===== src/shared/blscfg_pkg.sv =====
package blscfg_pkg;
    // register offsets on the internal register port
    localparam logic [7:0] SYNC_DITHER_BOOST_CFG_ADDR = 8'ha5;
    localparam logic [7:0] PLL_DIVIDER_HIGH_ADDR = 8'ha6;
    localparam logic [7:0] PLL_DIVIDER_LOW_FREQ_HYST_ADDR = 8'ha7;
    // field positions
    localparam int SYNC_EN_BIT = 7;
    localparam int DITHER_MSB = 6;
    localparam int DITHER_LSB = 5;
    localparam int BOOST_MSB = 4;
    localparam int BOOST_LSB = 0;
    localparam int DIV_LOW_MSB = 7;
    localparam int DIV_LOW_LSB = 3;
    localparam int FREQ_RES_BIT = 2;
    localparam int HYST_MSB = 1;
    localparam int HYST_LSB = 0;
    localparam int DIV_W = 13;
    // boost voltage mapping, volts
    localparam logic [5:0] BOOST_BASE_V = 6'h0a;
    localparam logic [5:0] BOOST_MAX_V = 6'h28;
    // loop frequency per resolution code, MHz
    localparam logic [5:0] LOOP_MHZ_0 = 6'h05;
    localparam logic [5:0] LOOP_MHZ_1 = 6'h0a;
    localparam logic [5:0] LOOP_MHZ_2 = 6'h14;
    localparam logic [5:0] LOOP_MHZ_3 = 6'h28;
    // hysteresis resolution in bits per code
    localparam logic [3:0] HYST_RES_1 = 4'hb;
    localparam logic [3:0] HYST_RES_2 = 4'ha;
    localparam logic [3:0] HYST_RES_3 = 4'h8;
endpackage


===== src/verilog/blscfg_decode.sv =====
`timescale 1ns/100ps
`default_nettype none
module blscfg_decode
(
    // stored bytes
    input wire logic [7:0] cfg_byte_i,
    input wire logic [7:0] div_high_i,
    input wire logic [7:0] div_low_i,
    // decoded controls
    output logic sync_en_o,
    output logic [1:0] dither_bits_o,
    output logic [5:0] boost_volts_o,
    output logic [blscfg_pkg::DIV_W-1:0] divider_o,
    output logic freq_resistor_select_o,
    output logic hyst_en_o,
    output logic [3:0] hyst_res_o
);
    import blscfg_pkg::*;

    wire logic [4:0] boost_voltage_code;
    wire logic [1:0] hyst_code;

    assign sync_en_o = cfg_byte_i[SYNC_EN_BIT];
    assign dither_bits_o = cfg_byte_i[DITHER_MSB:DITHER_LSB];
    assign boost_voltage_code = cfg_byte_i[BOOST_MSB:BOOST_LSB];
    // top two codes both clamp to the maximum
    assign boost_volts_o = (boost_voltage_code >= 5'h1e) ? BOOST_MAX_V
        : BOOST_BASE_V + {1'b0, boost_voltage_code};
    assign divider_o = {div_high_i, div_low_i[DIV_LOW_MSB:DIV_LOW_LSB]};
    assign freq_resistor_select_o = div_low_i[FREQ_RES_BIT];
    assign hyst_code = div_low_i[HYST_MSB:HYST_LSB];
    assign hyst_en_o = hyst_code != 2'h0;
    assign hyst_res_o = (hyst_code == 2'h1) ? HYST_RES_1
        : (hyst_code == 2'h2) ? HYST_RES_2
        : (hyst_code == 2'h3) ? HYST_RES_3 : 4'h0;
endmodule
`default_nettype wire


===== src/verilog/blscfg_regs.sv =====
`timescale 1ns/100ps
`default_nettype none
module blscfg_regs
#(
    // byte-wide fields are fixed by the register layout
    parameter int ADDR_W = 8,
    parameter int DATA_W = 8
)
(
    // clock and reset
    input wire logic core_clk_i,
    input wire logic rst_i,
    // start-up load from non-volatile store
    input wire logic nvm_load_i,
    input wire logic [DATA_W-1:0] nvm_cfg_i,
    input wire logic [DATA_W-1:0] nvm_div_high_i,
    input wire logic [DATA_W-1:0] nvm_div_low_i,
    // register port
    input wire logic reg_wr_i,
    input wire logic reg_rd_i,
    input wire logic [ADDR_W-1:0] reg_addr_i,
    input wire logic [DATA_W-1:0] reg_wdata_i,
    output logic [DATA_W-1:0] reg_rdata_o,
    output logic reg_hit_o,
    // related inputs from other groups
    input wire logic adaptive_en_i,
    input wire logic [1:0] dimming_resolution_i,
    input wire logic sync_i,
    input wire logic dimming_active_i,
    // decoded controls
    output logic loaded_o,
    output logic loop_sync_o,
    output logic [blscfg_pkg::DIV_W-1:0] loop_divider_o,
    output logic [5:0] loop_mhz_o,
    output logic [1:0] dither_bits_o,
    output logic [5:0] boost_target_volts_o,
    output logic boost_fixed_o,
    output logic freq_resistor_select_o,
    output logic hyst_en_o,
    output logic [3:0] hyst_res_o
);
    import blscfg_pkg::*;

    // elaboration check: fields are decoded as whole bytes
    generate
        if (ADDR_W != 8 || DATA_W != 8)
        begin
            $error("register port must be eight bits wide");
        end
    endgenerate

    // one register offset against the port address
    function automatic logic addr_match
    (
        input logic [ADDR_W-1:0] addr,
        input logic [7:0] offset
    );
        return addr == offset;
    endfunction

    // loop frequency chosen by the resolution field
    function automatic logic [5:0] loop_mhz(input logic [1:0] res);
        logic [5:0] mhz;
        unique case (res)
            2'h0: mhz = LOOP_MHZ_0;
            2'h1: mhz = LOOP_MHZ_1;
            2'h2: mhz = LOOP_MHZ_2;
            2'h3: mhz = LOOP_MHZ_3;
        endcase
        return mhz;
    endfunction

    // stored byte shown for a matching offset, zero elsewhere
    function automatic logic [7:0] read_mux
    (
        input logic sel_cfg,
        input logic sel_high,
        input logic sel_low,
        input logic [7:0] cfg,
        input logic [7:0] high,
        input logic [7:0] low
    );
        logic [7:0] value;
        value = 8'h00;
        if (sel_cfg)
            value = cfg;
        else if (sel_high)
            value = high;
        else if (sel_low)
            value = low;
        return value;
    endfunction

    logic [7:0] cfg_byte;
    logic [7:0] div_high;
    logic [7:0] div_low;
    logic loaded;
    logic [7:0] rdata;
    wire logic sync_en;
    wire logic [1:0] dither_field;
    wire logic [DIV_W-1:0] divider;
    wire logic hit_cfg;
    wire logic hit_high;
    wire logic hit_low;
    wire logic hit_any;
    wire logic wr_take;
    wire logic wr_cfg;
    wire logic wr_high;
    wire logic wr_low;
    wire logic sync_active;
    wire logic [7:0] next_rdata;

    assign hit_cfg = addr_match(reg_addr_i, SYNC_DITHER_BOOST_CFG_ADDR);
    assign hit_high = addr_match(reg_addr_i, PLL_DIVIDER_HIGH_ADDR);
    assign hit_low = addr_match(reg_addr_i, PLL_DIVIDER_LOW_FREQ_HYST_ADDR);
    assign hit_any = hit_cfg | hit_high | hit_low;
    // host writes are dropped until the start-up copy is done
    // and while a copy is under way, so the copy always wins
    assign wr_take = reg_wr_i && loaded && !nvm_load_i;
    assign wr_cfg = wr_take && hit_cfg;
    assign wr_high = wr_take && hit_high;
    assign wr_low = wr_take && hit_low;
    assign next_rdata = read_mux(hit_cfg, hit_high, hit_low,
        cfg_byte, div_high, div_low);

    // configuration byte: sync, dither and boost code
    always_ff @(posedge core_clk_i or posedge rst_i)
    begin
        if (rst_i)
            cfg_byte <= 8'h00;
        else if (nvm_load_i)
            cfg_byte <= nvm_cfg_i;
        else if (wr_cfg)
            cfg_byte <= reg_wdata_i;
    end

    // upper divider byte
    always_ff @(posedge core_clk_i or posedge rst_i)
    begin
        if (rst_i)
            div_high <= 8'h00;
        else if (nvm_load_i)
            div_high <= nvm_div_high_i;
        else if (wr_high)
            div_high <= reg_wdata_i;
    end

    // lower divider bits, frequency source and hysteresis
    always_ff @(posedge core_clk_i or posedge rst_i)
    begin
        if (rst_i)
            div_low <= 8'h00;
        else if (nvm_load_i)
            div_low <= nvm_div_low_i;
        else if (wr_low)
            div_low <= reg_wdata_i;
    end

    // set once the stored contents have been copied in
    always_ff @(posedge core_clk_i or posedge rst_i)
    begin
        if (rst_i)
            loaded <= 1'b0;
        else if (nvm_load_i)
            loaded <= 1'b1;
    end

    // read data is registered and holds until the next read
    always_ff @(posedge core_clk_i or posedge rst_i)
    begin
        if (rst_i)
            rdata <= 8'h00;
        else if (reg_rd_i)
            rdata <= next_rdata;
    end

    assign reg_rdata_o = rdata;
    assign reg_hit_o = hit_any;
    assign loaded_o = loaded;

    blscfg_decode u_decode
    (
        .cfg_byte_i(cfg_byte),
        .div_high_i(div_high),
        .div_low_i(div_low),
        .sync_en_o(sync_en),
        .dither_bits_o(dither_field),
        .boost_volts_o(boost_target_volts_o),
        .divider_o(divider),
        .freq_resistor_select_o(freq_resistor_select_o),
        .hyst_en_o(hyst_en_o),
        .hyst_res_o(hyst_res_o)
    );

    // sync and divider held inactive until the start-up copy is done
    assign sync_active = loaded && sync_en;
    assign loop_sync_o = sync_active && sync_i;
    // divider is masked while sync is disabled or before load, but stays visible to the loop while sync_i is low
    assign loop_divider_o = sync_active ? divider
        : {DIV_W{1'b0}};
    assign loop_mhz_o = loop_mhz(dimming_resolution_i);
    // dither applies only during transitions
    assign dither_bits_o = dimming_active_i ? dither_field : 2'h0;
    assign boost_fixed_o = !adaptive_en_i;
endmodule
`default_nettype wire

===== config.mk =====
export PLATFORM = sky130hd
export DESIGN_NAME = blscfg_regs
export DESIGN_NICKNAME = d
export VERILOG_FILES = /design/src/shared/blscfg_pkg.sv /design/src/verilog/blscfg_decode.sv /design/src/verilog/blscfg_regs.sv
export SDC_FILE = /design/constraint.sdc
export NUM_CORES = 1
export LEC_CHECK = 0
export BUFFER_PORTS_ARGS = -buffer_cell sky130_fd_sc_hd__clkbuf_2
export CORE_MARGIN = 8
export CORE_UTILIZATION = 53
export CTS_CLUSTER_SIZE = 25
export DETAILED_ROUTE_END_ITERATION = 12
export PLACE_DENSITY = 0.95
export SETUP_SLACK_MARGIN = 0.1
export SYNTH_ARGS = -nofsm -noshare
export SYNTH_HDL_FRONTEND = slang
export SYNTH_SLANG_ARGS = --single-unit

===== constraint.sdc =====
create_clock -name core_clk_i -period 3.2 [get_ports core_clk_i]
set_input_delay 0.48 -clock core_clk_i [delete_from_list [all_inputs] [get_ports core_clk_i]]
set_output_delay 0.48 -clock core_clk_i [all_outputs]
set_load 0.01 [all_outputs]

==> flow_metrics.tcl, run 1 <==
set metrics [dict create \
    crit_required_ps 3320 \
    critPathCaptureType "flip-flop" \
    cts_tree "done" \
    setup_viol 0 \
    yosysTopAreaCellShare_pct 35.2 \
    nNetsFinal 376 \
    area_growth_pct 20.4 \
    synth_cells 245 \
    slew_viol_final 0 \
    hold_viol_final 0 \
    r2r_end "div_high[0]" \
    first_pass_iters 4 \
    final_cell_mix "93 x clkbuf_2, 36 x inv_1, 33 x dfrtp_1" \
    die_w_um 82.6 \
    antenna_found_initial 0 \
    post_cts_buffers 0 \
    layout_commonest_cell "clkbuf_2" \
    critical_path.max_fanout 17 \
    grt_pass1_vias 2293 \
    drc_errors 0 \
    post_cts_resized 0 \
    hold_buffers 0 \
    fmax_mhz 497 \
    clkTransAtPathRegs_ps 70 \
    highest_layer "met4" \
    ys_warn_count 0 \
    crit_buf_inv 0 \
    numCtsBuffers 5 \
    grt_overflow 0 \
    status "completed" \
    synth_cell_types 31 \
    peakVddDrop_v 0.000241 \
    fin_total_pwr_w 0.00106 \
    worstMarginPinSlew_ps 1070 \
    max_cap_violations 0 \
    viasPerCell 5.82 \
    io_pins 95 \
    start_kind "flip-flop" \
    cp_slowest_cell "and4b_1" \
    die_area_um2 6810 \
    syn_avg_cell_area_um2 9.58 \
    cpLargestDelayFamily "simple AND/OR/NAND/NOR gates" \
    grt_use_total_pct 20.8 \
    insertion_delay_ps 280 \
    dpl.cell_count 368 \
    period_minus_slack_ps 2010 \
    synth_edf_count 0 \
    met1_length_um 2400 \
    r2r_start "loaded_o" \
    syn_area_um2 2350 \
    grt_max_degree 46 \
    io_buffers 93 \
    rr_worst_depth 3 \
    hold_class "primary input to async pin" \
    wl_met2_um 3670 \
    num_vias 2184 \
    core_um2 4320 \
    die_h_um 82.6 \
    cts_max_path_buffers 2 \
    htree_levels 2 \
    wl_met3_um 603 \
    synth_largest_area_cell "dfrtp_1" \
    wirelength_um 6930 \
    path_cells "and4b_1 -> and3_1 -> o311ai_2" \
    fin_cells 375 \
    rrSetupSlack_ps 1190 \
    maxSlewHeadroom_pct 29.0 \
    initial_core_util_pct 54.3 \
    rsz0062_at_grt "no" \
    wl_per_cell_um 18.5 \
    crit_cells 3 \
    fin_skew_ps 3.92 \
    n_antenna_cell 0 \
    syn-num-nets 298 \
    yosysSeqAreaShare_pct 35.2 \
    drive_gt1_share_pct 43.7 \
    p_per_area_nw_per_um2 375 \
    worstSetupStartpoint "loaded_o" \
    yosys-top-cells-area "dfrtp_1 35%, o311ai_2 16%, nand4_1 6.4%" \
    dp_hpwl_um 5270 \
    place_congestion 0.856 \
    ys.flop_type "dfrtp_1" \
    synth_seq_cells 33 \
    grt_pass1_wl_um 11000 \
    fin_tns_setup_ps 0 \
    fin_crit_sh_pct 62.9 \
    total_leakage_power_nw 1.42 \
    drt_iter0_drc 188 \
    root_buffer "clkbuf_8" \
    slowest_delay_ps 580 \
    synthArstFlopShare_pct 100 \
    cts_num_sinks 33 \
    drtAntennaViolNets 0 \
    critPathArrivalTime_ps 2140 \
    critPathKind "flip-flop to flip-flop" \
    rows 24 \
]
[kinds of logic (layout without fill, tap and decap cells)]
group / Yosys count / in the layout / share of synthesized area, %
simple gates: 92 / 92 / 22.9
buf+inv: 63 / 141 / 13.3
other cells: 1 / 1 / 0.160
mux: 8 / 8 / 3.84
fa+ha+maj: 3 / 3 / 1.60
compound gates: 44 / 44 / 22.7
flops: 33 / 33 / 35.2
xor+xnor: 1 / 1 / 0.373
[where the power goes]
part	internal [W]	switching, W	leakage [nW]
logic	0.000124	0.000147	0.964
clock network	0.000170	0.000143	0.0443
registers	0.000445	0.0000287	0.412
total	0.000740	0.000318	1.42
[cell type report]
cell class | instances | area (um2)
clock buffers | 7 | 86.3
repair buffers | 98 | 503
flip-flops and latches | 33 | 826
well taps | 52 | 65.1
inverters | 36 | 135
multi-input cells | 149 | 1210
fillers | 360 | 1500
[state kept, by name, summed over array words and instances, names as in the netlist]
register	count
div_high	8
div_low	8
cfg_byte	8
loaded_o	1
reg_rdata_o	8
[how the worst max path moves through the flow]
stage                  endpoint  slack [ps]
floorplan             reg_hit_o        1330
global placement     div_low[5]        1280
detailed placement  div_high[5]        1210
CTS                 div_high[0]        1200
global route        div_high[0]        1040
finish              div_high[0]        1190
[routing by layer]
layer	vias to the layer above	global-route usage, %
li1	1028	-
met1	1033	23.3
met2	102	35.8
met3	21	5.63
met4	0	10.3
met5	-	0
[worst register-to-register path: stages, from the launching register on]
cell,delay (ps)
dfrtp_1,570
and4b_1,580
and3_1,570
o311ai_2,140
[metrics by stage]
stage | hold WS [ps] | utilization [%] | instance area, um2 | setup WS [ps]
floorplan | 545 | - | 2350 | 1330
global placement | 519 | 63.3 | 2740 | 1280
detailed placement | 526 | 63.3 | 2740 | 1210
CTS | 280 | 65.3 | 2830 | 1200
global route | 301 | 65.3 | 2830 | 1040
finish | 267 | 65.3 | 2830 | 1190
[Yosys cell counts (all sizes together), types with 3 or more instances]
cell    count
clkbuf      8
nor2b      10
mux2        8
nand2      24
o22ai       8
nor2        5
and3       17
ha          3
dfrtp      33
inv        36
and2        4
o311ai     24
a22oi       8
buf        19
nand4      24
(Power assumes the default switching activity.)
==> run 2, diff against run 1 <==
Settings changed: ABC_AREA set to 1, CORE_UTILIZATION 53 to 48, PLACE_DENSITY 0.95 to 0.9.
Clock period 3.2 ns to 2.1 ns, I/O delays scaled along.
==> run 2 against run 1 <==
Critical path depth is 2 higher. Design area is 3.2% lower. Sequential share of layout area is 0.96 points higher. Global-route usage is 2.4 points lower. Sequential power is 52% higher. Clock skew is 3.7 ps higher. Area after synthesis is 6.3% lower. Cell count is 24% higher. Critical path type is now flip-flop to output port. Critical endpoint is now boost_target_volts_o[0].
==> flow_metrics.tcl, run 2 <==
set metrics [dict create \
    yosysTopAreaCellShare_pct 37.5 \
    syn_area_um2 2200 \
    synth_edf_count 0 \
    status "completed" \
    drc_errors 0 \
    viasPerCell 5.05 \
    yosys-top-cells-area "dfrtp_1 38%, nand2_1 21%, inv_1 7.8%" \
    drt_iter0_drc 205 \
    hold_class "primary input to async pin" \
    setup_viol 0 \
    fin_crit_sh_pct 86.6 \
    critPathKind "flip-flop to output port" \
    synth_largest_area_cell "dfrtp_1" \
    wirelength_um 6460 \
    ys.flop_type "dfrtp_1" \
    synth_cells 323 \
    syn_avg_cell_area_um2 6.81 \
    ys_warn_count 0 \
    synth_seq_cells 33 \
    synthArstFlopShare_pct 100 \
    slew_viol_final 0 \
    hold_buffers 0 \
    grt_use_total_pct 18.5 \
    n_antenna_cell 0 \
    highest_layer "met4" \
    finalInstanceArea_um2 2740 \
    htree_levels 2 \
    place_congestion 0.888 \
    insertion_delay_ps 290 \
    first_pass_iters 5 \
    maxSlewHeadroom_pct 66.4 \
    post_cts_resized 0 \
    synth_common_cells "124 x nand2_1, 46 x inv_1, 33 x dfrtp_1, 33 x nand3_1, 23 x nor2_1" \
    grt_pass1_vias 2421 \
    cts_tree "done" \
    wl_met3_um 624 \
    fin_tns_setup_ps 0 \
    numCtsBuffers 5 \
    post_cts_buffers 0 \
    wl_per_cell_um 13.9 \
    placed_area_um2 2650 \
    critPathArrivalTime_ps 1500 \
    clkTransAtPathRegs_ps 70 \
    num_vias 2341 \
    critPathCaptureType "output port" \
    nNetsFinal 464 \
    grt_max_degree 34 \
    crit_required_ps 1780 \
    drive_gt1_share_pct 30.3 \
    fin_total_pwr_w 0.00159 \
    area_growth_pct 24.3 \
    cts_num_sinks 33 \
    root_buffer "clkbuf_8" \
    worstMarginPinSlew_ps 503 \
    fill_cells 401 \
    grt_overflow 0 \
    io_pins 95 \
    p_per_area_nw_per_um2 580 \
    synth_cell_types 26 \
    multi_input_area_um2 1080 \
    total_leakage_power_nw 1.69 \
    antenna_found_initial 0 \
    fin_skew_ps 7.58 \
    cts_max_path_buffers 2 \
    rsz0062_at_grt "no" \
    wl_met2_um 3070 \
    fmax_mhz 550 \
    die_h_um 83.7 \
    die_w_um 83.7 \
    dp_hpwl_um 5070 \
    final_cell_mix "124 x nand2_1, 93 x clkbuf_2, 46 x inv_1" \
    peakVddDrop_v 0.000364 \
    initial_core_util_pct 50.2 \
    seqCellArea_um2 826 \
    core_um2 4380 \
    drtAntennaViolNets 0 \
    yosysSeqAreaShare_pct 37.5 \
    start_kind "flip-flop" \
    layout_commonest_cell "nand2_1" \
    critical_path.max_fanout 4 \
    hold_viol_final 0 \
    period_minus_slack_ps 1820 \
    max_cap_violations 0 \
    rr_worst_depth 6 \
    io_buffers 93 \
    die_area_um2 7000 \
    syn-num-nets 376 \
    grt_pass1_wl_um 10800 \
    synth_most_common_cell "nand2_1" \
    met1_length_um 2600 \
    rows 24 \
]
## run 2: cell count changes in the layout (fill, tap and decap cells not counted), sizes merged, moves of 11 or more
cell / previous run / this run
inv: 36 / 47
nand4: 24 / 0
o311ai: 24 / 0
nor2: 5 / 28
nand3: 0 / 36
nand2: 24 / 131
o21ai: 0 / 24
and3: 17 / 0
## run 2: final cells by class
class / instances / area share (%)
Multi-Input combinational cell: 227 / 39.3
Timing Repair Buffer: 96 / 18.3
Tap cell: 52 / 2.38
Inverter: 48 / 6.77
Clock buffer: 6 / 2.65
Clock inverter: 2 / 0.366
Sequential cell: 33 / 30.2
## run 2: worst max-delay path, stage by stage, from the launching register on
cell,delay (ps)
dfrtp_1,420
ha_1,240
o21ai_0,240
nor2_1,90
nor2_1,90
clkbuf_2,140
## run 2: cells by family after synthesis
kind of cell | synth area share (%)
other cells | 0.170
compound gates | 7.00
buf+inv | 13.5
simple gates | 39.6
xor+xnor | 0.398
flops | 37.5
fa+ha+maj | 1.71
## run 2: path summary, 6_finish.rpt
path                                       start                 endpoint  slack (ps)
worst min register to register    reg_rdata_o[0]           reg_rdata_o[0]         490
worst max register to register          loaded_o              div_high[7]         850
max in group asynchronous                  rst_i                 loaded_o        1700
min in group core_clk_i         nvm_div_low_i[2]               div_low[2]         330
worst min-delay path                       rst_i              cfg_byte[4]          80
worst max-delay path                 cfg_byte[1]  boost_target_volts_o[0]         280
## run 2: through the flow
| stage | utilization (%) | hold slack (ps) | instances | setup WS, ps |
|---|---|---|---|---|
| after CTS | 62.4 | 102 | 464 | 280 |
| after global routing | 62.4 | 124 | 464 | 196 |
| after floorplan | - | 444 | 323 | 740 |
| after detailed placement | 60.5 | 410 | 456 | 506 |
| after global placement | 60.5 | 402 | 456 | 576 |
| final | 62.4 | 83.6 | 464 | 281 |
## run 2: power breakdown
| group | switching, W | total [W] | internal [W] |
|---|---|---|---|
| logic | 0.000252 | 0.000400 | 0.000148 |
| clock network | 0.000237 | 0.000467 | 0.000230 |
| registers | 0.0000354 | 0.000721 | 0.000685 |
## run 2: metal layers
layer	global-route usage, %	up-vias
met4	6.44	0
met1	20.5	1043
met5	0	-
met2	31.3	129
met3	7.03	15
li1	-	1154
